<file path="src/logic/pfs_pkg.sv">
package pfs_pkg;

  // ----------------------------------------------------------------
  // Register indices (byte address is four times the index)
  // ----------------------------------------------------------------
  localparam int unsigned PFS_ADDR_W = 8;
  localparam logic [3:0] PFS_IDX_BRIDGE = 4'h4;
  localparam logic [3:0] PFS_IDX_FEATURE = 4'h5;
  localparam logic [3:0] PFS_IDX_PAGE_PORT = 4'h7;
  localparam logic [3:0] PFS_IDX_PAGED_LO = 4'h8;

  // ----------------------------------------------------------------
  // Field positions
  // ----------------------------------------------------------------
  localparam int unsigned PFS_FEAT_FAST_ARB = 0;
  localparam int unsigned PFS_FEAT_MIXED = 1;
  localparam int unsigned PFS_FEAT_LEGACY_LSB = 2;
  localparam int unsigned PFS_FEAT_BETA_LINK = 5;
  localparam int unsigned PFS_PP_PORT_LSB = 0;
  localparam int unsigned PFS_PP_PAGE_LSB = 5;

  // ----------------------------------------------------------------
  // Values after reset and encodings
  // ----------------------------------------------------------------
  localparam logic PFS_RST_ENABLE = 1'b0;
  localparam logic [1:0] PFS_RST_BRIDGE = 2'h0;
  localparam logic [2:0] PFS_RST_PAGE = 3'h0;
  localparam logic [3:0] PFS_RST_PORT = 4'h0;
  localparam logic [2:0] PFS_RST_LEGACY = 3'h0;
  localparam logic [2:0] PFS_SPEED_S400 = 3'h2;
  localparam logic [2:0] PFS_PAGE_PORT_STATUS = 3'h0;
  localparam logic [3:0] PFS_NUM_PORTS = 4'h3;
  localparam int unsigned PFS_PORT_REGS = 8;
  localparam int unsigned PFS_PORT_STATUS_W = 3 * PFS_PORT_REGS * 8;
  localparam logic [1:0] PFS_RESP_OKAY = 2'h0;
  localparam logic [1:0] PFS_RESP_SLVERR = 2'h2;

endpackage

</file>
<file path="src/logic/pfs_regs.sv">
// ------------------------------------------------------------------
// Base feature and page select registers, AXI4-Lite slave
// ------------------------------------------------------------------
module pfs_regs
  import pfs_pkg::*;
(
  input wire logic i_ref_clk,
  input wire logic i_rst_n,
  // AXI4-Lite write address
  input wire logic i_awvalid,
  output logic o_awready,
  input wire logic [PFS_ADDR_W-1:0] i_awaddr,
  input wire logic [2:0] i_awprot,
  // AXI4-Lite write data
  input wire logic i_wvalid,
  output logic o_wready,
  input wire logic [31:0] i_wdata,
  input wire logic [3:0] i_wstrb,
  // AXI4-Lite write response
  output logic o_bvalid,
  input wire logic i_bready,
  output logic [1:0] o_bresp,
  // AXI4-Lite read address
  input wire logic i_arvalid,
  output logic o_arready,
  input wire logic [PFS_ADDR_W-1:0] i_araddr,
  input wire logic [2:0] i_arprot,
  // AXI4-Lite read data
  output logic o_rvalid,
  input wire logic i_rready,
  output logic [31:0] o_rdata,
  output logic [1:0] o_rresp,
  // Device side
  input wire logic i_bus_reset,
  input wire logic i_beta_mode_active,
  input wire logic i_beta_link_strap_pin,
  input wire logic i_selfid_valid,
  input wire logic i_selfid_legacy,
  input wire logic [2:0] i_selfid_speed,
  input wire logic [PFS_PORT_STATUS_W-1:0] i_port_status,
  output logic o_fast_arb_active,
  output logic o_mixed_speed_active,
  output logic [1:0] o_selfid_bridge,
  output logic [2:0] o_page_select,
  output logic [3:0] o_port_select
);

  // ----------------------------------------------------------------
  // State
  // ----------------------------------------------------------------
  typedef struct packed {
    logic aw_got;
    logic w_got;
    logic [3:0] aw_idx;
    logic aw_in_range;
    logic [7:0] wdata;
    logic wlane0;
    logic bvalid;
    logic [1:0] bresp;
    logic rvalid;
    logic [7:0] rdata;
    logic [1:0] rresp;
    logic fast_arb;
    logic mixed;
    logic [2:0] legacy;
    logic [1:0] bridge;
    logic [2:0] page;
    logic [3:0] port;
  } pfs_state_s;

  pfs_state_s st_reg;
  pfs_state_s st_next;
  logic [3:0] rd_idx;
  logic rd_in_range;
  logic [7:0] paged_data;
  logic wr_fire;
  logic rd_fire;
  logic [2:0] capped_speed;

  // ----------------------------------------------------------------
  // Handshakes
  // ----------------------------------------------------------------
  // One write and one read at a time; a held response blocks new ones
  assign o_awready = !st_reg.aw_got && !st_reg.bvalid;
  assign o_wready = !st_reg.w_got && !st_reg.bvalid;
  assign o_arready = !st_reg.rvalid;
  assign wr_fire = st_reg.aw_got && st_reg.w_got && !st_reg.bvalid;
  assign rd_fire = i_arvalid && o_arready;
  assign rd_idx = i_araddr[5:2];
  assign rd_in_range = (i_araddr[PFS_ADDR_W-1:6] == 2'h0);

  // Register file outputs
  assign o_bvalid = st_reg.bvalid;
  assign o_bresp = st_reg.bresp;
  assign o_rvalid = st_reg.rvalid;
  assign o_rdata = {24'h000000, st_reg.rdata};
  assign o_rresp = st_reg.rresp;

  // Enables act only outside beta mode
  assign o_fast_arb_active = st_reg.fast_arb && !i_beta_mode_active;
  assign o_mixed_speed_active = st_reg.mixed && !i_beta_mode_active;
  assign o_selfid_bridge = st_reg.bridge;
  assign o_page_select = st_reg.page;
  assign o_port_select = st_reg.port;

  // Legacy speeds above S400 are clipped before comparison
  assign capped_speed = (i_selfid_speed > PFS_SPEED_S400) ? PFS_SPEED_S400 : i_selfid_speed;

  // ----------------------------------------------------------------
  // Paged window
  // ----------------------------------------------------------------
  pfs_port_page pfs_port_page_inst (
    .i_page(st_reg.page),
    .i_port(st_reg.port),
    .i_reg(rd_idx[2:0]),
    .i_port_status(i_port_status),
    .o_data(paged_data)
  );

  // ----------------------------------------------------------------
  // Next state
  // ----------------------------------------------------------------
  always_comb
  begin
    st_next = st_reg;
    // Address and data are taken in either order
    if (i_awvalid && o_awready)
    begin
      st_next.aw_got = 1'b1;
      st_next.aw_idx = i_awaddr[5:2];
      st_next.aw_in_range = (i_awaddr[PFS_ADDR_W-1:6] == 2'h0);
    end
    if (i_wvalid && o_wready)
    begin
      st_next.w_got = 1'b1;
      st_next.wdata = i_wdata[7:0];
      st_next.wlane0 = i_wstrb[0];
    end
    // Commit once both halves are in; only writable bits are stored
    if (wr_fire)
    begin
      st_next.aw_got = 1'b0;
      st_next.w_got = 1'b0;
      st_next.bvalid = 1'b1;
      st_next.bresp = PFS_RESP_OKAY;
      if (!st_reg.aw_in_range)
      begin
        st_next.bresp = PFS_RESP_SLVERR;
      end
      else
      begin
        case (st_reg.aw_idx)
          PFS_IDX_BRIDGE:
          begin
            if (st_reg.wlane0)
            begin
              st_next.bridge = st_reg.wdata[1:0];
            end
          end
          PFS_IDX_FEATURE:
          begin
            if (st_reg.wlane0)
            begin
              st_next.fast_arb = st_reg.wdata[PFS_FEAT_FAST_ARB];
              st_next.mixed = st_reg.wdata[PFS_FEAT_MIXED];
            end
          end
          PFS_IDX_PAGE_PORT:
          begin
            if (st_reg.wlane0)
            begin
              st_next.page = st_reg.wdata[PFS_PP_PAGE_LSB +: 3];
              st_next.port = st_reg.wdata[PFS_PP_PORT_LSB +: 4];
            end
          end
          default:
          begin
            // Paged control bits are not held here, so paged writes are dropped
            if (st_reg.aw_idx < PFS_IDX_PAGED_LO)
            begin
              st_next.bresp = PFS_RESP_SLVERR;
            end
          end
        endcase
      end
    end
    if (st_reg.bvalid && i_bready)
    begin
      st_next.bvalid = 1'b0;
    end
    // Read data is sampled into a flop at the address handshake
    if (st_reg.rvalid && i_rready)
    begin
      st_next.rvalid = 1'b0;
    end
    if (rd_fire)
    begin
      st_next.rvalid = 1'b1;
      st_next.rresp = PFS_RESP_OKAY;
      st_next.rdata = 8'h00;
      if (!rd_in_range)
      begin
        st_next.rresp = PFS_RESP_SLVERR;
      end
      else if (rd_idx >= PFS_IDX_PAGED_LO)
      begin
        st_next.rdata = paged_data;
      end
      else
      begin
        case (rd_idx)
          PFS_IDX_BRIDGE:
          begin
            st_next.rdata[1:0] = st_reg.bridge;
          end
          PFS_IDX_FEATURE:
          begin
            st_next.rdata[PFS_FEAT_FAST_ARB] = st_reg.fast_arb;
            st_next.rdata[PFS_FEAT_MIXED] = st_reg.mixed;
            st_next.rdata[PFS_FEAT_LEGACY_LSB +: 3] = st_reg.legacy;
            st_next.rdata[PFS_FEAT_BETA_LINK] = i_beta_link_strap_pin;
          end
          PFS_IDX_PAGE_PORT:
          begin
            st_next.rdata[PFS_PP_PAGE_LSB +: 3] = st_reg.page;
            st_next.rdata[PFS_PP_PORT_LSB +: 4] = st_reg.port;
          end
          default:
          begin
            st_next.rresp = PFS_RESP_SLVERR;
          end
        endcase
      end
    end
    // Bus reset restarts the legacy scan; a self-ID in the same cycle still counts
    if (i_bus_reset)
    begin
      st_next.legacy = PFS_RST_LEGACY;
    end
    if (i_selfid_valid && i_selfid_legacy)
    begin
      if (i_bus_reset || (capped_speed > st_reg.legacy))
      begin
        st_next.legacy = capped_speed;
      end
    end
  end

  // ----------------------------------------------------------------
  // State register; hardware reset only, bus reset keeps the enables
  // ----------------------------------------------------------------
  always_ff @(posedge i_ref_clk or negedge i_rst_n)
  begin
    if (!i_rst_n)
    begin
      st_reg <= '0;
      st_reg.fast_arb <= PFS_RST_ENABLE;
      st_reg.mixed <= PFS_RST_ENABLE;
      st_reg.legacy <= PFS_RST_LEGACY;
      st_reg.bridge <= PFS_RST_BRIDGE;
      st_reg.page <= PFS_RST_PAGE;
      st_reg.port <= PFS_RST_PORT;
    end
    else
    begin
      st_reg <= st_next;
    end
  end

  // ----------------------------------------------------------------
  // Assertions
  // ----------------------------------------------------------------
  fast_arb_gate_a: assert property (@(posedge i_ref_clk) disable iff (!i_rst_n)
    (wr_fire && st_reg.aw_in_range && st_reg.aw_idx == PFS_IDX_FEATURE && st_reg.wlane0)
    |=> (o_fast_arb_active == ($past(st_reg.wdata[0]) && !i_beta_mode_active)))
    else $error("fast arbitration output does not follow write");

  fast_arb_keep_a: assert property (@(posedge i_ref_clk) disable iff (!i_rst_n)
    (i_bus_reset && !wr_fire) |=> $stable(st_reg.fast_arb))
    else $error("fast arbitration enable changed on bus reset");

  mixed_gate_a: assert property (@(posedge i_ref_clk) disable iff (!i_rst_n)
    i_beta_mode_active |-> !o_mixed_speed_active)
    else $error("mixed speed concatenation active in beta mode");

  legacy_cap_a: assert property (@(posedge i_ref_clk) disable iff (!i_rst_n)
    (i_selfid_valid && i_selfid_legacy && i_selfid_speed >= PFS_SPEED_S400)
    |=> (st_reg.legacy == PFS_SPEED_S400))
    else $error("legacy speed not capped at S400");

  beta_link_read_a: assert property (@(posedge i_ref_clk) disable iff (!i_rst_n)
    (rd_fire && rd_in_range && rd_idx == PFS_IDX_FEATURE)
    |=> (o_rdata[PFS_FEAT_BETA_LINK] == $past(i_beta_link_strap_pin)))
    else $error("beta link bit does not follow strap pin");

  bridge_write_a: assert property (@(posedge i_ref_clk) disable iff (!i_rst_n)
    (wr_fire && st_reg.aw_in_range && st_reg.aw_idx == PFS_IDX_BRIDGE && st_reg.wlane0)
    |=> (o_selfid_bridge == $past(st_reg.wdata[1:0])))
    else $error("bridge field not updated by write");

  page_write_a: assert property (@(posedge i_ref_clk) disable iff (!i_rst_n)
    (wr_fire && st_reg.aw_in_range && st_reg.aw_idx == PFS_IDX_PAGE_PORT && st_reg.wlane0)
    |=> (o_page_select == $past(st_reg.wdata[7:5])))
    else $error("page select not updated by write");

  port_keep_a: assert property (@(posedge i_ref_clk) disable iff (!i_rst_n)
    (i_bus_reset && !wr_fire) |=> $stable(o_port_select) && $stable(o_page_select))
    else $error("page or port select changed on bus reset");

  unimpl_zero_a: assert property (@(posedge i_ref_clk) disable iff (!i_rst_n)
    (rd_fire && rd_in_range && rd_idx >= PFS_IDX_PAGED_LO && st_reg.port >= PFS_NUM_PORTS)
    |=> (o_rvalid && o_rdata == 32'h00000000))
    else $error("unimplemented port page not zero");

  ro_ignored_a: assert property (@(posedge i_ref_clk) disable iff (!i_rst_n)
    (wr_fire && st_reg.aw_idx == PFS_IDX_FEATURE && !i_selfid_valid && !i_bus_reset)
    |=> $stable(st_reg.legacy))
    else $error("write changed read-only legacy speed");

  bresp_hold_a: assert property (@(posedge i_ref_clk) disable iff (!i_rst_n)
    (o_bvalid && !i_bready) |=> (o_bvalid && $stable(o_bresp)))
    else $error("write response dropped before bready");

  feature_write_c: cover property (@(posedge i_ref_clk) disable iff (!i_rst_n)
    wr_fire && st_reg.aw_idx == PFS_IDX_FEATURE ##[1:20] rd_fire && rd_idx == PFS_IDX_FEATURE);

  paged_read_c: cover property (@(posedge i_ref_clk) disable iff (!i_rst_n)
    rd_fire && rd_idx >= PFS_IDX_PAGED_LO && st_reg.port < PFS_NUM_PORTS);

  unimpl_read_c: cover property (@(posedge i_ref_clk) disable iff (!i_rst_n)
    rd_fire && rd_idx >= PFS_IDX_PAGED_LO && st_reg.port >= PFS_NUM_PORTS);

  legacy_cap_c: cover property (@(posedge i_ref_clk) disable iff (!i_rst_n)
    i_selfid_valid && i_selfid_legacy && i_selfid_speed > PFS_SPEED_S400);

endmodule

</file>
<file path="src/logic/pfs_port_page.sv">
// ------------------------------------------------------------------
// Paged read mux for addresses 8 to 15
// ------------------------------------------------------------------
module pfs_port_page
  import pfs_pkg::*;
(
  input wire logic [2:0] i_page,
  input wire logic [3:0] i_port,
  input wire logic [2:0] i_reg,
  input wire logic [PFS_PORT_STATUS_W-1:0] i_port_status,
  output logic [7:0] o_data
);

  // Only the port status page lives here; other pages read as zero
  always_comb
  begin
    o_data = 8'h00;
    if ((i_page == PFS_PAGE_PORT_STATUS) && (i_port < PFS_NUM_PORTS))
    begin
      o_data = i_port_status[({i_port[1:0], i_reg} * 8) +: 8];
    end
    // Unimplemented port falls through to zero
  end

endmodule

</file>
<file path="config.mk">
export PLATFORM = sky130hd
export DESIGN_NAME = pfs_regs
export DESIGN_NICKNAME = d
export VERILOG_FILES = /design/src/logic/pfs_pkg.sv /design/src/logic/pfs_regs.sv /design/src/logic/pfs_port_page.sv
export SDC_FILE = /design/constraint.sdc
export NUM_CORES = 1
export LEC_CHECK = 0
export BUFFER_PORTS_ARGS = -buffer_cell sky130_fd_sc_hd__buf_2
export CELL_PAD_IN_SITES_DETAIL_PLACEMENT = 0
export CELL_PAD_IN_SITES_GLOBAL_PLACEMENT = 2
export CORE_MARGIN = 2
export CORE_UTILIZATION = 21
export CTS_CLUSTER_DIAMETER = 80
export DETAILED_ROUTE_END_ITERATION = 6
export GPL_ROUTABILITY_DRIVEN = 0
export PLACE_DENSITY_LB_ADDON = 0.1
export SYNTH_ARGS = -nofsm -noshare
export SYNTH_HDL_FRONTEND = slang
export SYNTH_SLANG_ARGS = --single-unit
</file>
<file path="constraint.sdc">
create_clock -name i_ref_clk -period 2.1 [get_ports i_ref_clk]
set_input_delay 0.42 -clock i_ref_clk [delete_from_list [all_inputs] [get_ports i_ref_clk]]
set_output_delay 0.42 -clock i_ref_clk [all_outputs]
set_load 0.01 [all_outputs]
</file>
==> impl_metrics.env <==
export IMPL_grt_pass1_vias=4175
export IMPL_cts_buffers=5
export IMPL_largest_reg_flops=20
export IMPL_mostFrequentLayoutCells="buf_2, dfrtp_1, mux2_2, mux2i_1, mux4_2"
export IMPL_rows=50
export IMPL_worstMarginPinSlew_ns=0.5624
export IMPL_ctsHoldBuffers=0
export IMPL_rsz0062_at_grt="no"
export IMPL_wl_mm=16.56
export IMPL_grt_max_degree=42
export IMPL_p_leak_uw=0.002754
export IMPL_htreeDepth=2
export IMPL_p_per_area_nw_per_um2=675.0
export IMPL_reg2reg_depth=5
export IMPL_cts_setup_buffers=0
export IMPL_wire_per_inst_um=19.03
export IMPL_min_period_over_period_pct=90.39
export IMPL_synth_compound_area_share_pct=13.02
export IMPL_arrival_ns=2.10
export IMPL_hold_slack_ns=0.2151
export IMPL_hold_path_class="input port to async pin"
export IMPL_drtIter0Drc=155
export IMPL_synth_ff_latch_count=41
export IMPL_hold_viol=0
export IMPL_drv_slew=0
export IMPL_root_buffer="clkbuf_16"
export IMPL_layout_commonest_cell="buf_2"
export IMPL_netlist_instances=391
export IMPL_cts_buffer_depth=2
export IMPL_worstPathRequired_ns=2.30
export IMPL_clock_skew_ns=0.004090
export IMPL_clk_latency_ns=0.28
export IMPL_clk_pin_slew_ns=0.06
export IMPL_ys_types=47
export IMPL_dp_hpwl_mm=14.10
export IMPL_grt_usage_pct=15.74
export IMPL_synth_adder_area_share_pct=0.9461
export IMPL_core_um2=18640
export IMPL_boundaryPins=317
export IMPL_die_w_um=141.5
export IMPL_synth_xor_area_share_pct=0
export IMPL_yosysSeqAreaShare_pct=25.86
export IMPL_syn_avg_cell_area_um2=10.15
export IMPL_syn_to_final_growth_pct=39.99
export IMPL_drc=0
export IMPL_die_area_um2=20010
export IMPL_start_util_pct=21.28
export IMPL_port_buffers=252
export IMPL_cts_tree="yes"
export IMPL_drt_vias_per_instance=4.555
export IMPL_fin_setup_tns_ns=0
export IMPL_start_kind="flip-flop"
export IMPL_yosys_warnings=0
export IMPL_drive_gt1_share_pct=56.22
export IMPL_setup_viol=0
export IMPL_synth_area_um2=3968
export IMPL_postSynth_asyncResetShare_pct=100.0
export IMPL_status="completed"
export IMPL_synth_mux_area_share_pct=33.11
export IMPL_yosys_area_share_simple_pct=13.72
export IMPL_overflow=0
export IMPL_final_core_util_pct=29.79
export IMPL_cp_max_fo=5
export IMPL_grt_first_pass_wirelength_mm=24.30
export IMPL_synth_edf_count=0
export IMPL_relSlewSlack_pct=62.50
export IMPL_drtPass1Iterations=6
export IMPL_layout_nets=902
export IMPL_irDropWorstVdd_v=0.0003727
export IMPL_fin_area_um2=5554
export IMPL_fp_dieH_um=141.5
export IMPL_end_kind="flip-flop"
export IMPL_cts_sinks=41
export IMPL_ctsResizeCount=0
export IMPL_worst_setup_path_type="flip-flop to flip-flop"
export IMPL_antenna_left=0
export IMPL_synthFlopType="dfrtp_1"
export IMPL_synth_top_family_by_area="multiplexers"
export IMPL_dpl_cell_area_um2=5405
export IMPL_period_needed_ns=1.898
export IMPL_antenna_found_initial=2
export IMPL_vias=3963
export IMPL_fmax_mhz=526.8
export IMPL_cap_violations=0
[per-layer routing]
layer	vias to the layer above	track usage, %	wire, um	share of wire (%)
li1	1896	-	-	-
met1	1901	18.03	6516	39
met2	156	30.76	8796	53
met3	8	3.105	1107	6.7
met4	2	2.053	127	0.77
met5	-	0	11	0.066
[stage by stage]
step	std cells	total power [uW]	worst slack, ns
final	870	3749	0.2017
after global routing	870	4029	0.08972
after CTS	869	3828	0.1932
after detailed placement	861	3027	0.03554
after global placement	861	2999	0.06812
after floorplan	417	2390	0.2429
[worst max-delay path, cell delays in order (launching register included)]
cell       delay (ns)
dfrtp_1          0.43
or4_4            0.55
a2111oi_4        0.33
buf_4            0.20
o211ai_1         0.12
a32oi_1          0.19
[report_power, final]
| part | total [uW] | switching [uW] | leakage [uW] | internal [uW] |
|---|---|---|---|---|
| logic | 1700 | 814 | 0.00216 | 881 |
| registers | 1280 | 232 | 0.000527 | 1050 |
| clock network | 775 | 332 | 0.0000702 | 443 |
[worst paths after layout]
check                                 start          to  slack [ns]
setup reg to reg           o_page_select[1]  o_rdata[0]        0.20
max in group asynchronous           i_rst_n  st_reg[43]        1.51
min in group i_ref_clk             i_rready    o_rvalid        0.32
setup / recovery           o_page_select[1]  o_rdata[0]        0.20
hold reg to reg                  o_rdata[7]  o_rdata[7]        0.48
hold / removal                      i_rst_n    o_bvalid        0.22
[cells in the mapped netlist, types with 2 or more instances]
library cell	instances	area, um^2
a2111oi_0	4	35.03
a211oi_1	2	15.01
a21oi_1	14	70.07
a22oi_1	9	67.56
a31oi_1	7	43.79
a32oi_1	9	78.83
and3_1	2	12.51
buf_2	9	45.04
buf_4	51	382.9
buf_6	3	33.78
clkbuf_1	6	22.52
dfrtp_1	41	1026
ha_1	3	37.54
inv_1	11	41.29
mux2_2	34	382.9
mux2i_1	30	300.3
mux4_2	28	630.6
nand2_1	25	93.84
nand2b_1	8	50.05
nand3_1	7	35.03
nand3b_1	2	15.01
nand4_1	8	50.05
nor2_1	15	56.30
nor2b_1	14	87.58
nor3_1	3	15.01
nor3b_1	2	15.01
o211ai_1	2	15.01
o21a_1	3	22.52
o21ai_0	9	45.04
o21ai_1	6	30.03
o22ai_1	8	50.05
[area by class of cell]
cell class | instances | area, um^2
Multi-Input combinational cell | 296 | 2514
Timing Repair Buffer | 279 | 1531
Sequential cell | 41 | 1026
Antenna cell | 1 | 2.502
Clock buffer | 5 | 125.1
Inverter | 11 | 41.29
Tap cell | 234 | 292.8
Fill cell | 2025 | 13090
Clock inverter | 3 | 21.27
[logic make-up after synthesis]
logic type,Yosys count
buf+inv,80
flops,41
simple gates,98
mux,92
compound gates,76
fa+ha+maj,3
other cells,1
Power figures use the tool's default switching activity.
